## config.mk

```make
export PLATFORM = sky130hd
export DESIGN_NAME = idle_powerdown_control
export DESIGN_NICKNAME = d
export VERILOG_FILES = /design/src/hdl/idle_powerdown_pkg.sv /design/src/hdl/clk_div2.sv /design/src/hdl/idle_powerdown_control.sv
export VERILOG_INCLUDE_DIRS = /design/src /design/src/hdl
export SDC_FILE = /design/constraint.sdc
export NUM_CORES = 1
export LEC_CHECK = 0
export BUFFER_PORTS_ARGS = -buffer_cell sky130_fd_sc_hd__buf_2
export CAP_MARGIN = 20
export CORE_MARGIN = 2
export CORE_UTILIZATION = 34
export CTS_CLUSTER_SIZE = 10
export DETAILED_ROUTE_END_ITERATION = 7
export GPL_TIMING_DRIVEN = 0
export HOLD_SLACK_MARGIN = 0.12
export PLACE_DENSITY = 0.68
export SYNTH_ARGS = -nofsm -noshare
export SYNTH_HDL_FRONTEND = slang
export SYNTH_SLANG_ARGS = --single-unit
```

## constraint.sdc

```tcl
create_clock -name clk -period 1.3 [get_ports clk]
set_input_delay 0.065 -clock clk [delete_from_list [all_inputs] [get_ports clk]]
set_output_delay 0.065 -clock clk [all_outputs]
set_load 0.05 [all_outputs]
```

## src/hdl/idle_powerdown_params.svh

```systemverilog
// Constants for the idle and power-down controller
`ifndef IDLE_POWERDOWN_PARAMS_SVH
`define IDLE_POWERDOWN_PARAMS_SVH
`define PWR_CTL_IDLE_BIT  0
`define PWR_CTL_PD_BIT    1
`define PWR_CTL_RESET     8'h00
`define PORT_RESET      8'hff
`define PWM_PORT_BIT    4
`define PWM_IDLE_LEVEL  1'b1
`endif

```

## src/hdl/idle_powerdown_pkg.sv

```systemverilog
// Types for the idle and power-down controller
package idle_powerdown_pkg;
    typedef enum logic [1:0] {
        st_run,
        st_idle,
        st_powerdown
    } pmode_t;
    typedef struct packed {
        logic       we;
        logic [7:0] wdata;
    } pwr_ctl_wr_t;
    typedef struct packed {
        logic [4:0] p0;
        logic [7:0] p1;
        logic [7:0] p3;
    } port_bus_t;
endpackage : idle_powerdown_pkg

```

## src/hdl/clk_div2.sv

```systemverilog
// Divide-by-two stage on the oscillator input
`timescale 1ns/10ps
module clk_div2 (
    input  wire logic clk,
    input  wire logic rst,
    output logic      clk_half_ff
);
    logic nxt_clk_half;
    always_comb
    begin
        nxt_clk_half = ~clk_half_ff;
    end
    always_ff @(posedge clk)
    begin
        if (rst)
            clk_half_ff <= 1'b0;
        else
            clk_half_ff <= nxt_clk_half;
    end
endmodule : clk_div2

```

## src/hdl/idle_powerdown_control.sv

```systemverilog
// Idle and power-down mode control with clock gating and port retention
// What this block does
// - Oscillator input passes a divide-by-two flip-flop before internal clocking.
// - Idle stops CPU clock, peripherals run, ADC and PWM halt.
// - Idle keeps timer 0, serial interface with watchdog, interrupts running.
// - Requesting instruction completes; no further instruction runs before idle.
// - Idle keeps CPU state, RAM and special registers unchanged.
// - Enabled interrupt ends idle; execution resumes at its handler.
// - Hardware reset during idle restarts the processor like power-on.
// - Power-down stops the oscillator after requesting instruction completes.
// - Power-down preserves on-chip RAM contents, the power control register and latched port drive, except pulse output pin.
// - Only hardware reset leaves power-down; interrupts do not wake it.
// - Idle and power-down control bits live in power control register.
// - Ports keep driving latched data in both modes, except pulse output pin.
`timescale 1ns/10ps
`include "idle_powerdown_params.svh"
module idle_powerdown_control (
    input  wire logic                          clk,
    input  wire logic                          rst,
    input  wire idle_powerdown_pkg::pwr_ctl_wr_t pwr_ctl_wr,
    input  wire logic                          instr_done,
    input  wire logic                          irq_pending,
    input  wire idle_powerdown_pkg::port_bus_t port_latch,
    input  wire logic                          pwm_out,
    output logic                               cpu_clk_en_ff,
    output logic                               periph_clk_en_ff,
    output logic                               adc_pwm_clk_en_ff,
    output logic                               osc_en_ff,
    output logic                               ram_retain_ff,
    output logic                               irq_wake_ff,
    output logic                               clk_half_ff,
    output logic [7:0]                         power_control_register_ff,
    output idle_powerdown_pkg::port_bus_t      port_drive_ff
);
    import idle_powerdown_pkg::*;

    pmode_t     mode_ff;
    pmode_t     nxt_mode;
    logic [7:0] nxt_pwr_ctl;
    logic       nxt_cpu_en;
    logic       nxt_periph_en;
    logic       nxt_ap_en;
    logic       nxt_osc_en;
    logic       nxt_retain;
    logic       nxt_wake;
    port_bus_t  nxt_port;
    logic       pend_idle;
    logic       pend_pd;
    logic       clk_half;

    // Divided clock for internal circuitry
    clk_div2 i_clk_div2 (
        .clk         (clk),
        .rst         (rst),
        .clk_half_ff (clk_half)
    );

    function automatic logic bit_of(input logic [7:0] v, input int idx);
        bit_of = v[idx[2:0]];
    endfunction : bit_of

    // Mode and control register
    always_comb
    begin
        nxt_pwr_ctl = power_control_register_ff;
        nxt_mode    = mode_ff;
        nxt_wake    = 1'b0;
        if (pwr_ctl_wr.we && mode_ff == st_run)
            nxt_pwr_ctl = pwr_ctl_wr.wdata;
        pend_idle = bit_of(nxt_pwr_ctl, `PWR_CTL_IDLE_BIT);
        pend_pd   = bit_of(nxt_pwr_ctl, `PWR_CTL_PD_BIT);
        case (mode_ff)
            st_run:
            begin
                // Enter at the next instr_done once a mode bit is set; power-down wins over idle
                if (instr_done && pend_pd)
                    nxt_mode = st_powerdown;
                else if (instr_done && pend_idle)
                    nxt_mode = st_idle;
            end
            st_idle:
            begin
                if (irq_pending)
                begin
                    nxt_mode = st_run;
                    nxt_wake = 1'b1;
                    nxt_pwr_ctl[`PWR_CTL_IDLE_BIT] = 1'b0;
                end
            end
            st_powerdown:
            begin
                nxt_mode = st_powerdown;
            end
            default:
            begin
                nxt_mode = st_run;
            end
        endcase
    end

    always_ff @(posedge clk)
    begin
        if (rst)
        begin
            mode_ff                   <= st_run;
            power_control_register_ff <= `PWR_CTL_RESET;
            irq_wake_ff               <= 1'b0;
        end
        else
        begin
            mode_ff                   <= nxt_mode;
            power_control_register_ff <= nxt_pwr_ctl;
            irq_wake_ff               <= nxt_wake;
        end
    end

    // Clock gates and port drive
    always_comb
    begin
        nxt_cpu_en    = (nxt_mode == st_run);
        nxt_periph_en = (nxt_mode != st_powerdown);
        nxt_ap_en     = (nxt_mode == st_run);
        nxt_osc_en    = (nxt_mode != st_powerdown);
        nxt_retain    = 1'b1;
        nxt_port      = port_latch;
        if (nxt_mode == st_run)
            nxt_port.p0[`PWM_PORT_BIT] = pwm_out;
        else
            nxt_port.p0[`PWM_PORT_BIT] = `PWM_IDLE_LEVEL;
    end

    always_ff @(posedge clk)
    begin
        if (rst)
        begin
            cpu_clk_en_ff     <= 1'b1;
            periph_clk_en_ff  <= 1'b1;
            adc_pwm_clk_en_ff <= 1'b1;
            osc_en_ff         <= 1'b1;
            ram_retain_ff     <= 1'b1;
            port_drive_ff     <= {$bits(port_bus_t){1'b1}};
            clk_half_ff       <= 1'b0;
        end
        else
        begin
            cpu_clk_en_ff     <= nxt_cpu_en;
            periph_clk_en_ff  <= nxt_periph_en;
            adc_pwm_clk_en_ff <= nxt_ap_en;
            osc_en_ff         <= nxt_osc_en;
            ram_retain_ff     <= nxt_retain;
            port_drive_ff     <= nxt_port;
            clk_half_ff       <= clk_half;
        end
    end

    // Checks
    enter_pd_a: assert property (@(posedge clk) disable iff (rst)
        mode_ff == st_run && instr_done && pend_pd |=> mode_ff == st_powerdown ##1 !osc_en_ff)
        else $error("power-down not entered");
    pd_wins_a: assert property (@(posedge clk) disable iff (rst)
        mode_ff == st_run && instr_done && pend_pd && pend_idle |=> mode_ff != st_idle)
        else $error("idle beat power-down");
    enter_idle_a: assert property (@(posedge clk) disable iff (rst)
        mode_ff == st_run && instr_done && pend_idle && !pend_pd |=> !cpu_clk_en_ff && periph_clk_en_ff)
        else $error("idle gating wrong");
    idle_periph_a: assert property (@(posedge clk) disable iff (rst)
        mode_ff == st_idle |-> ##1 periph_clk_en_ff && osc_en_ff)
        else $error("peripherals stopped in idle");
    no_early_a: assert property (@(posedge clk) disable iff (rst)
        mode_ff == st_run && !instr_done |=> mode_ff == st_run)
        else $error("mode entered mid instruction");
    idle_wake_a: assert property (@(posedge clk) disable iff (rst)
        mode_ff == st_idle && irq_pending |=> mode_ff == st_run && irq_wake_ff ##1 cpu_clk_en_ff)
        else $error("interrupt did not wake idle");
    pd_stuck_a: assert property (@(posedge clk) disable iff (rst)
        mode_ff == st_powerdown |=> mode_ff == st_powerdown && !irq_wake_ff)
        else $error("power-down left without reset");
    reset_run_a: assert property (@(posedge clk)
        rst |=> mode_ff == st_run && power_control_register_ff == `PWR_CTL_RESET)
        else $error("reset did not restart");
    port_hold_a: assert property (@(posedge clk) disable iff (rst)
        mode_ff != st_run |=> port_drive_ff.p3 == $past(port_latch.p3))
        else $error("port not retained");
    ctl_hold_a: assert property (@(posedge clk) disable iff (rst)
        mode_ff == st_idle && !irq_pending |=> $stable(power_control_register_ff))
        else $error("register changed in idle");

    cov_idle: cover property (@(posedge clk) mode_ff == st_idle ##1 mode_ff == st_run);
    cov_pd: cover property (@(posedge clk) mode_ff == st_powerdown);
    cov_both: cover property (@(posedge clk) mode_ff == st_run && instr_done && pend_pd && pend_idle);
endmodule : idle_powerdown_control

```

==> results of run 1 <==
-- cells in the final DEF (no fill, tap or decap) --
cell type,n
a21oi_1,1
a311oi_1,1
and3b_1,1
buf_2,68
buf_4,5
bufinv_16,2
clkbuf_1,3
clkbuf_16,1
clkbuf_4,5
conb_1,1
dfxtp_1,33
dfxtp_2,1
dfxtp_4,2
dlygate4sd3_1,34
inv_1,2
mux2i_1,9
nand2b_1,1
nor2_1,9
nor2b_1,1
nor3_1,1
nor3b_2,1
nor3b_4,1
nor4bb_1,1
o211a_1,1
o211ai_1,1
o21a_1,1
o21bai_1,1
o311ai_1,1
or2_2,20
or3_1,1
or3b_2,1
or4_1,1
-- path summary, 6_finish.rpt --
kind | slack (ns) | to | cells past startpoint
max | -0.009 | port_drive_ff[20]$_SDFF_PP1_ | 3
min | 0.21 | mode_ff[0]$_SDFF_PP0_ | 4
max reg2reg | -0.009 | port_drive_ff[20]$_SDFF_PP1_ | 3
min reg2reg | 0.41 | i_clk_div2.clk_half_ff$_SDFF_PP0_ | 1
-- Yosys cell counts --
library cell  instances  area (µm²)
o211a_1               1        10.0
nor2_1                9        33.8
or3b_2                1        8.76
nor4bb_1              1        10.0
or2_2                20         125
o311ai_0              1        8.76
nor3_1                1        5.00
or3_1                 1        6.26
dfxtp_1              36         721
nor2b_1               1        6.26
clkbuf_1              3        11.3
a21oi_1               1        5.00
clkbuf_2              1        5.00
o21a_1                1        7.51
o21bai_1              1        7.51
or4_1                 1        7.51
conb_1                1        3.75
a311oi_1              1        8.76
and3b_1               1        8.76
mux2i_1               9        90.1
nand2b_1              1        6.26
buf_4                 4        30.0
inv_1                 2        7.51
o211ai_1              1        7.51
nor3b_1               2        15.0
-- tightest hold or removal path: stages --
cell and delay [ns]:
buf_2 0.15, nor3b_4 0.06, o211ai_1 0.17, a21oi_1 0.07
-- per-layer routing --
metal,GRT usage,routed length [µm]
met5,0,0
met4,0.0667,76
met3,0.0598,211
met2,0.295,1510
met1,0.172,1230
-- kinds of logic after synthesis --
logic type      Yosys count
mux                       9
buf+inv                  10
compound gates            7
other cells               1
simple gates             39
flops                    36
-- final cells by class --
cell class | instances | area share
repair buffers | 103 | 0.337
well taps | 46 | 0.0282
clock inverters | 2 | 0.0294
flip-flops and latches | 36 | 0.357
clock buffers | 6 | 0.0306
plain buffers | 7 | 0.0202
inverters | 2 | 0.00367
multi-input cells | 56 | 0.195
-- report_power, final --
group | switching [mW] | leakage [nW] | total [mW] | internal (mW)
Sequential | 0.0297 | 0.301 | 1.20 | 1.17
Combinational | 0.351 | 0.595 | 0.574 | 0.222
Clock | 0.377 | 0.0636 | 1.09 | 0.715
-- stage by stage --
step / setup WS [ns] / instances
3_3_place_gp: -0.0251 / 216
2_1_floorplan: -0.0286 / 102
3_5_place_dp: -0.0523 / 216
4_1_cts: -0.00355 / 258
5_1_grt: -0.0526 / 258
6_report: -0.00931 / 258
-- registers in the layout, summed over array words and instances, names as in the netlist --
signal	count
port_drive_ff	21
osc_en_ff	1
i_clk_div2.clk_half_ff	1
clk_half_ff	1
power_control_register_ff	8
adc_pwm_clk_en_ff	1
irq_wake_ff	1
mode_ff	2
-- repair_timing --
action,in CTS,in global routing
hold buffers,34,0
hold endpoints to repair,35,0
cloned,0,0
resized for setup,1,4
pin swaps,0,0
buffers inserted,1,0
endpoints found under the setup margin,2,8
==> results.ini, run 1 <==
[clocking]
htreeDepth=2
clk_latency_ns=0.34
numCtsBuffers=5
cts_tree=yes
cts.clk_slew.worst_paths_ns=0.11
cts_buffer_depth=2
clock-sinks=36
root_buffer=clkbuf_4

[synthesis]
synth_nets=137
netlist_area_um2=1160
yosys.area_share.xor_xnor=0
ys_warn_count=0
synthSimpleGateAreaFrac=0.201
synth_top_family_by_area=simple AND/OR/NAND/NOR gates
synth_mux_area_frac=0.0779
synthCells=102
synth_adder_area_share=0
synth_compound_area_frac=0.0476
ys_types=25
ys_seq_area_frac=0.623
ys_ff_latch=36
synth_area_per_cell_um2=11.3

[grt]
grt_antenna_before_repair=0
grt_first_pass_wirelength_um=4970
grt_pass1_vias=1152
grt_max_degree=13
overflow=0
grt_use_total=0.163

[drt]
drc=0
wl_um=3030
via_per_inst=4.30
vias=1110
wl_per_cell_um=11.7
dr.pass1.iters=4
ant_nets=0
detail_route.iter0.violations=16

[critical_path]
cpPeakStageDelay_ns=0.46
end_kind=flop
crit_start=power_control_register_ff[0]$_SDFF_PP0_
worstPathArrival_ns=1.54
timing.rr.start=power_control_register_ff[0]$_SDFF_PP0_
cpLargestDelayFamily=simple AND/OR/NAND/NOR gates
worstPathCellList=nor3b_4 -> o211a_1 -> or4_1
slowest_stage=or4_1
cp.required_ns=1.53
worst-path-buf-inv=0
worstSetupPathType=flop to flop
path_max_fanout=2
start_kind=flop

[place]
gp_congestion=0.843
placed_cell_area_um2=1560
port_buffers=68
dpl.hpwl_um=1920

[die]
dieArea_um2=3880
dieWidth_um=62.3
row_count=21
initial_core_util=0.349
io_pins=71
core_area_um2=3310
die_h_um=62.3

[sta]
timing.hold.ws_ns=0.211
final.setup_skew_ns=0.00402
layout_min_cycle_time_ns=1.31
setup_tns_ns=-0.00931
hold_viol=0
finalWorstSetupSlack_ns=-0.00931
period_share=1.01
finalMaxSlewViolations=0
clock.fmax_ghz=0.764
setup-violations-final=1
rsz0062_at_grt=yes

[finish]
area_growth_pct=76.8
fillers=284
seqCellArea_um2=729
final_util=0.618
drive_above_1_share=0.505
fin_nets=246
n_antenna_cell=0
multiInputGateArea_um2=398
final_area_um2=2040

[power_and_ir_drop]
ir_worst_vdd_uv=685
power_density_nw_per_um2=1400
total_power_mw=2.86
power.leakage_nw=0.960

[flow_run]
max_cap_viol_count=0

[hold_path]
min_path_type=input port to flop
worstHoldStart=pwr_ctl_wr[8]

[outcome]
status=complete, but fails checks
violations=setup timing

Note: power is estimated with default switching activity, not from simulation.
==> run 2, diff against run 1 <==
- CTS_BUF_LIST: not set -> sky130_fd_sc_hd__clkbuf_8
- HOLD_SLACK_MARGIN: 0.12 -> 0.05
==> run 2 against run 1 <==
Compared with the run above: the flow still finishes with violations (setup timing); non-clock buffer count decreased by 4; hold slack lost 0.11 ns; sequential share of layout area shrank 0.34 points; die area unchanged; critical path depth rose by 1; cell count down 1.6%; final area up 1.5%; combinational power up 1%; maximum frequency decreased by 0.31%; total power increased by 9.3%; critical endpoint unchanged; largest cell class unchanged; largest power group is now clock.
==> results.ini, run 2 (synthesized netlist as in run 1, its figures left out) <==
[critical_path]
worst_r2r_endpoint=port_drive_ff[20]$_SDFF_PP1_
timing.rr.start=mode_ff[0]$_SDFF_PP0_
reg2reg_slack_ns=-0.01  ; about the same
start_kind=flop
worst-path-buf-inv=1  ; +1
path_max_fanout=6  ; +4
r2r_cells=4  ; +1
cpPeakStageDelay_ns=0.48  ; +0.02 ns
slowest_stage=or4_1
worstPathArrival_ns=1.47  ; -0.07 ns
worstSetupPathType=flop to flop
end_kind=flop
worstPathCellList=buf_6 -> nand2b_4 -> o311ai_4 -> or4_1
cpLargestDelayFamily=simple AND/OR/NAND/NOR gates
cp.required_ns=1.46  ; -0.07 ns

[clocking]
clock-sinks=36  ; unchanged
cts.clk_slew.worst_paths_ns=0.07  ; -0.04 ns
htreeDepth=2  ; unchanged
cts_buffer_depth=2  ; unchanged
numCtsBuffers=5  ; unchanged
root_buffer=clkbuf_8
cts_tree=yes
clk_latency_ns=0.28  ; -0.06 ns

[grt]
grt_first_pass_wirelength_um=4800  ; -3.5%
grt_pass1_vias=1125  ; -2.3%
overflow=0  ; unchanged
grt_max_degree=13  ; unchanged
grt_use_total=0.157  ; -0.00655
grt_antenna_before_repair=0  ; unchanged

[die]
die_h_um=62.3  ; unchanged
row_count=21  ; unchanged
io_pins=71  ; unchanged
dieWidth_um=62.3  ; unchanged
initial_core_util=0.349  ; unchanged
dieArea_um2=3880  ; unchanged
core_area_um2=3310  ; unchanged

[finish]
fillers=279  ; -1.8%
regMostFlops=port_drive_ff
largest_register_ffs=21  ; unchanged
multiInputGateArea_um2=427  ; +7.2%
drive_above_1_share=0.534  ; +0.0289
seqCellArea_um2=733  ; +0.51%
layout_common_cells=buf_2, dfxtp_1, dlygate4sd3_1, or2_2, nor2_1
fin_nets=242  ; -1.6%
final_area_um2=2070  ; +1.5%
final_util=0.627  ; +0.00907
area_growth_pct=79.4
top_regs=port_drive_ff (21), power_control_register_ff (8), mode_ff (2)
layout_commonest_cell=buf_2
n_antenna_cell=0  ; unchanged

[outcome]
violations=setup timing
status=complete, but fails checks

[place]
port_buffers=68  ; unchanged
placed_cell_area_um2=1560  ; unchanged
gp_congestion=0.843  ; unchanged
dpl.hpwl_um=1920  ; unchanged

[sta]
rsz0062_at_grt=yes
hold_viol=0  ; unchanged
clock.fmax_ghz=0.761  ; -0.31%
final.setup_skew_ns=0.00368  ; -0.000336 ns
finalWorstSetupSlack_ns=-0.0134  ; -0.00406 ns
layout_min_cycle_time_ns=1.31  ; +0.00406 ns
setup-violations-final=1  ; unchanged
finalMaxSlewViolations=0  ; unchanged
period_share=1.01  ; +0.00313

[hold_path]
whs_path_depth=3  ; -1
hold_path_end=power_control_register_ff[1]$_SDFF_PP0_
worstHoldStart=pwr_ctl_wr[1]
min_path_type=input port to flop

[drt]
wl_um=3110  ; +2.5%
wl_per_cell_um=12.2  ; +4.2%
detail_route.iter0.violations=9  ; -7
via_per_inst=4.32  ; +0.48%
dr.pass1.iters=4  ; unchanged
drc=0  ; unchanged
ant_nets=0  ; unchanged
vias=1098  ; -1.1%

[power_and_ir_drop]
power.leakage_nw=0.968  ; +0.83%
ir_worst_vdd_uv=992  ; +45%
power_density_nw_per_um2=1510  ; +7.7%

[flow_run]
max_cap_viol_count=0  ; unchanged

[run 2: how the worst max path moves through the flow]
stage	slack, ns	to	from	depth (start not counted)
2_1_floorplan	-0.03	port_drive_ff[20]$_SDFF_PP1_	power_control_register_ff[0]$_SDFF_PP0_	3
3_5_place_dp	-0.05	port_drive_ff[20]$_SDFF_PP1_	mode_ff[0]$_SDFF_PP0_	4
5_1_grt	-0.06	port_drive_ff[20]$_SDFF_PP1_	mode_ff[0]$_SDFF_PP0_	4
4_1_cts	-0.007	port_drive_ff[20]$_SDFF_PP1_	power_control_register_ff[0]$_SDFF_PP0_	3
3_3_place_gp	-0.03	port_drive_ff[20]$_SDFF_PP1_	mode_ff[0]$_SDFF_PP0_	4
6_report	-0.01	port_drive_ff[20]$_SDFF_PP1_	mode_ff[0]$_SDFF_PP0_	4
[run 2: layout make-up]
cell class	count	area share
multi-input cells	56	0.206
repair buffers	99	0.313
clock buffers	5	0.0332
flip-flops and latches	36	0.353
clock inverters	3	0.0434
well taps	46	0.0277
inverters	2	0.00362
plain buffers	7	0.0199
[run 2: metrics by stage]
stage / hold slack (ns) / total power, mW / setup slack [ns] / TNS (ns) / std cells
after floorplan: 0.137 / 1.57 / -0.0286 / -0.0286 / 102
after global placement: 0.248 / 1.69 / -0.0251 / -0.0251 / 216
after detailed placement: 0.250 / 1.71 / -0.0523 / -0.0795 / 216
after CTS: 0.0587 / 3.13 / -0.00721 / -0.00721 / 253
after global routing: 0.107 / 3.25 / -0.0635 / -0.0635 / 254
final: 0.104 / 3.13 / -0.0134 / -0.0134 / 254
[run 2: metal layers]
metal	vias to the layer above	track usage	wire length [µm]
li1	537	-	-
met1	504	0.166	1230
met2	51	0.284	1640
met3	6	0.0525	180
met4	0	0.0667	54
met5	-	0	0
[run 2: timing repair]
action                     in CTS  in global routing
setup buffers                   0                  2
hold buffers                   29                  0
hold endpoints to repair       30                  0
pin swaps                       0                  2
gates cloned                    0                  0
setup endpoints to repair       2                 10
gates resized for setup         2                 14
[run 2: report_power, final]
group / internal, mW / switching, mW
combinational: 0.223 / 0.358
clock: 0.959 / 0.392
sequential: 1.17 / 0.0321
total: 2.35 / 0.782
[run 2: worst register-to-register path: stages, from the launching register on]
cell and delay, ns:
dfxtp_4 0.39, buf_6 0.11, nand2b_4 0.12, o311ai_4 0.09, or4_1 0.48
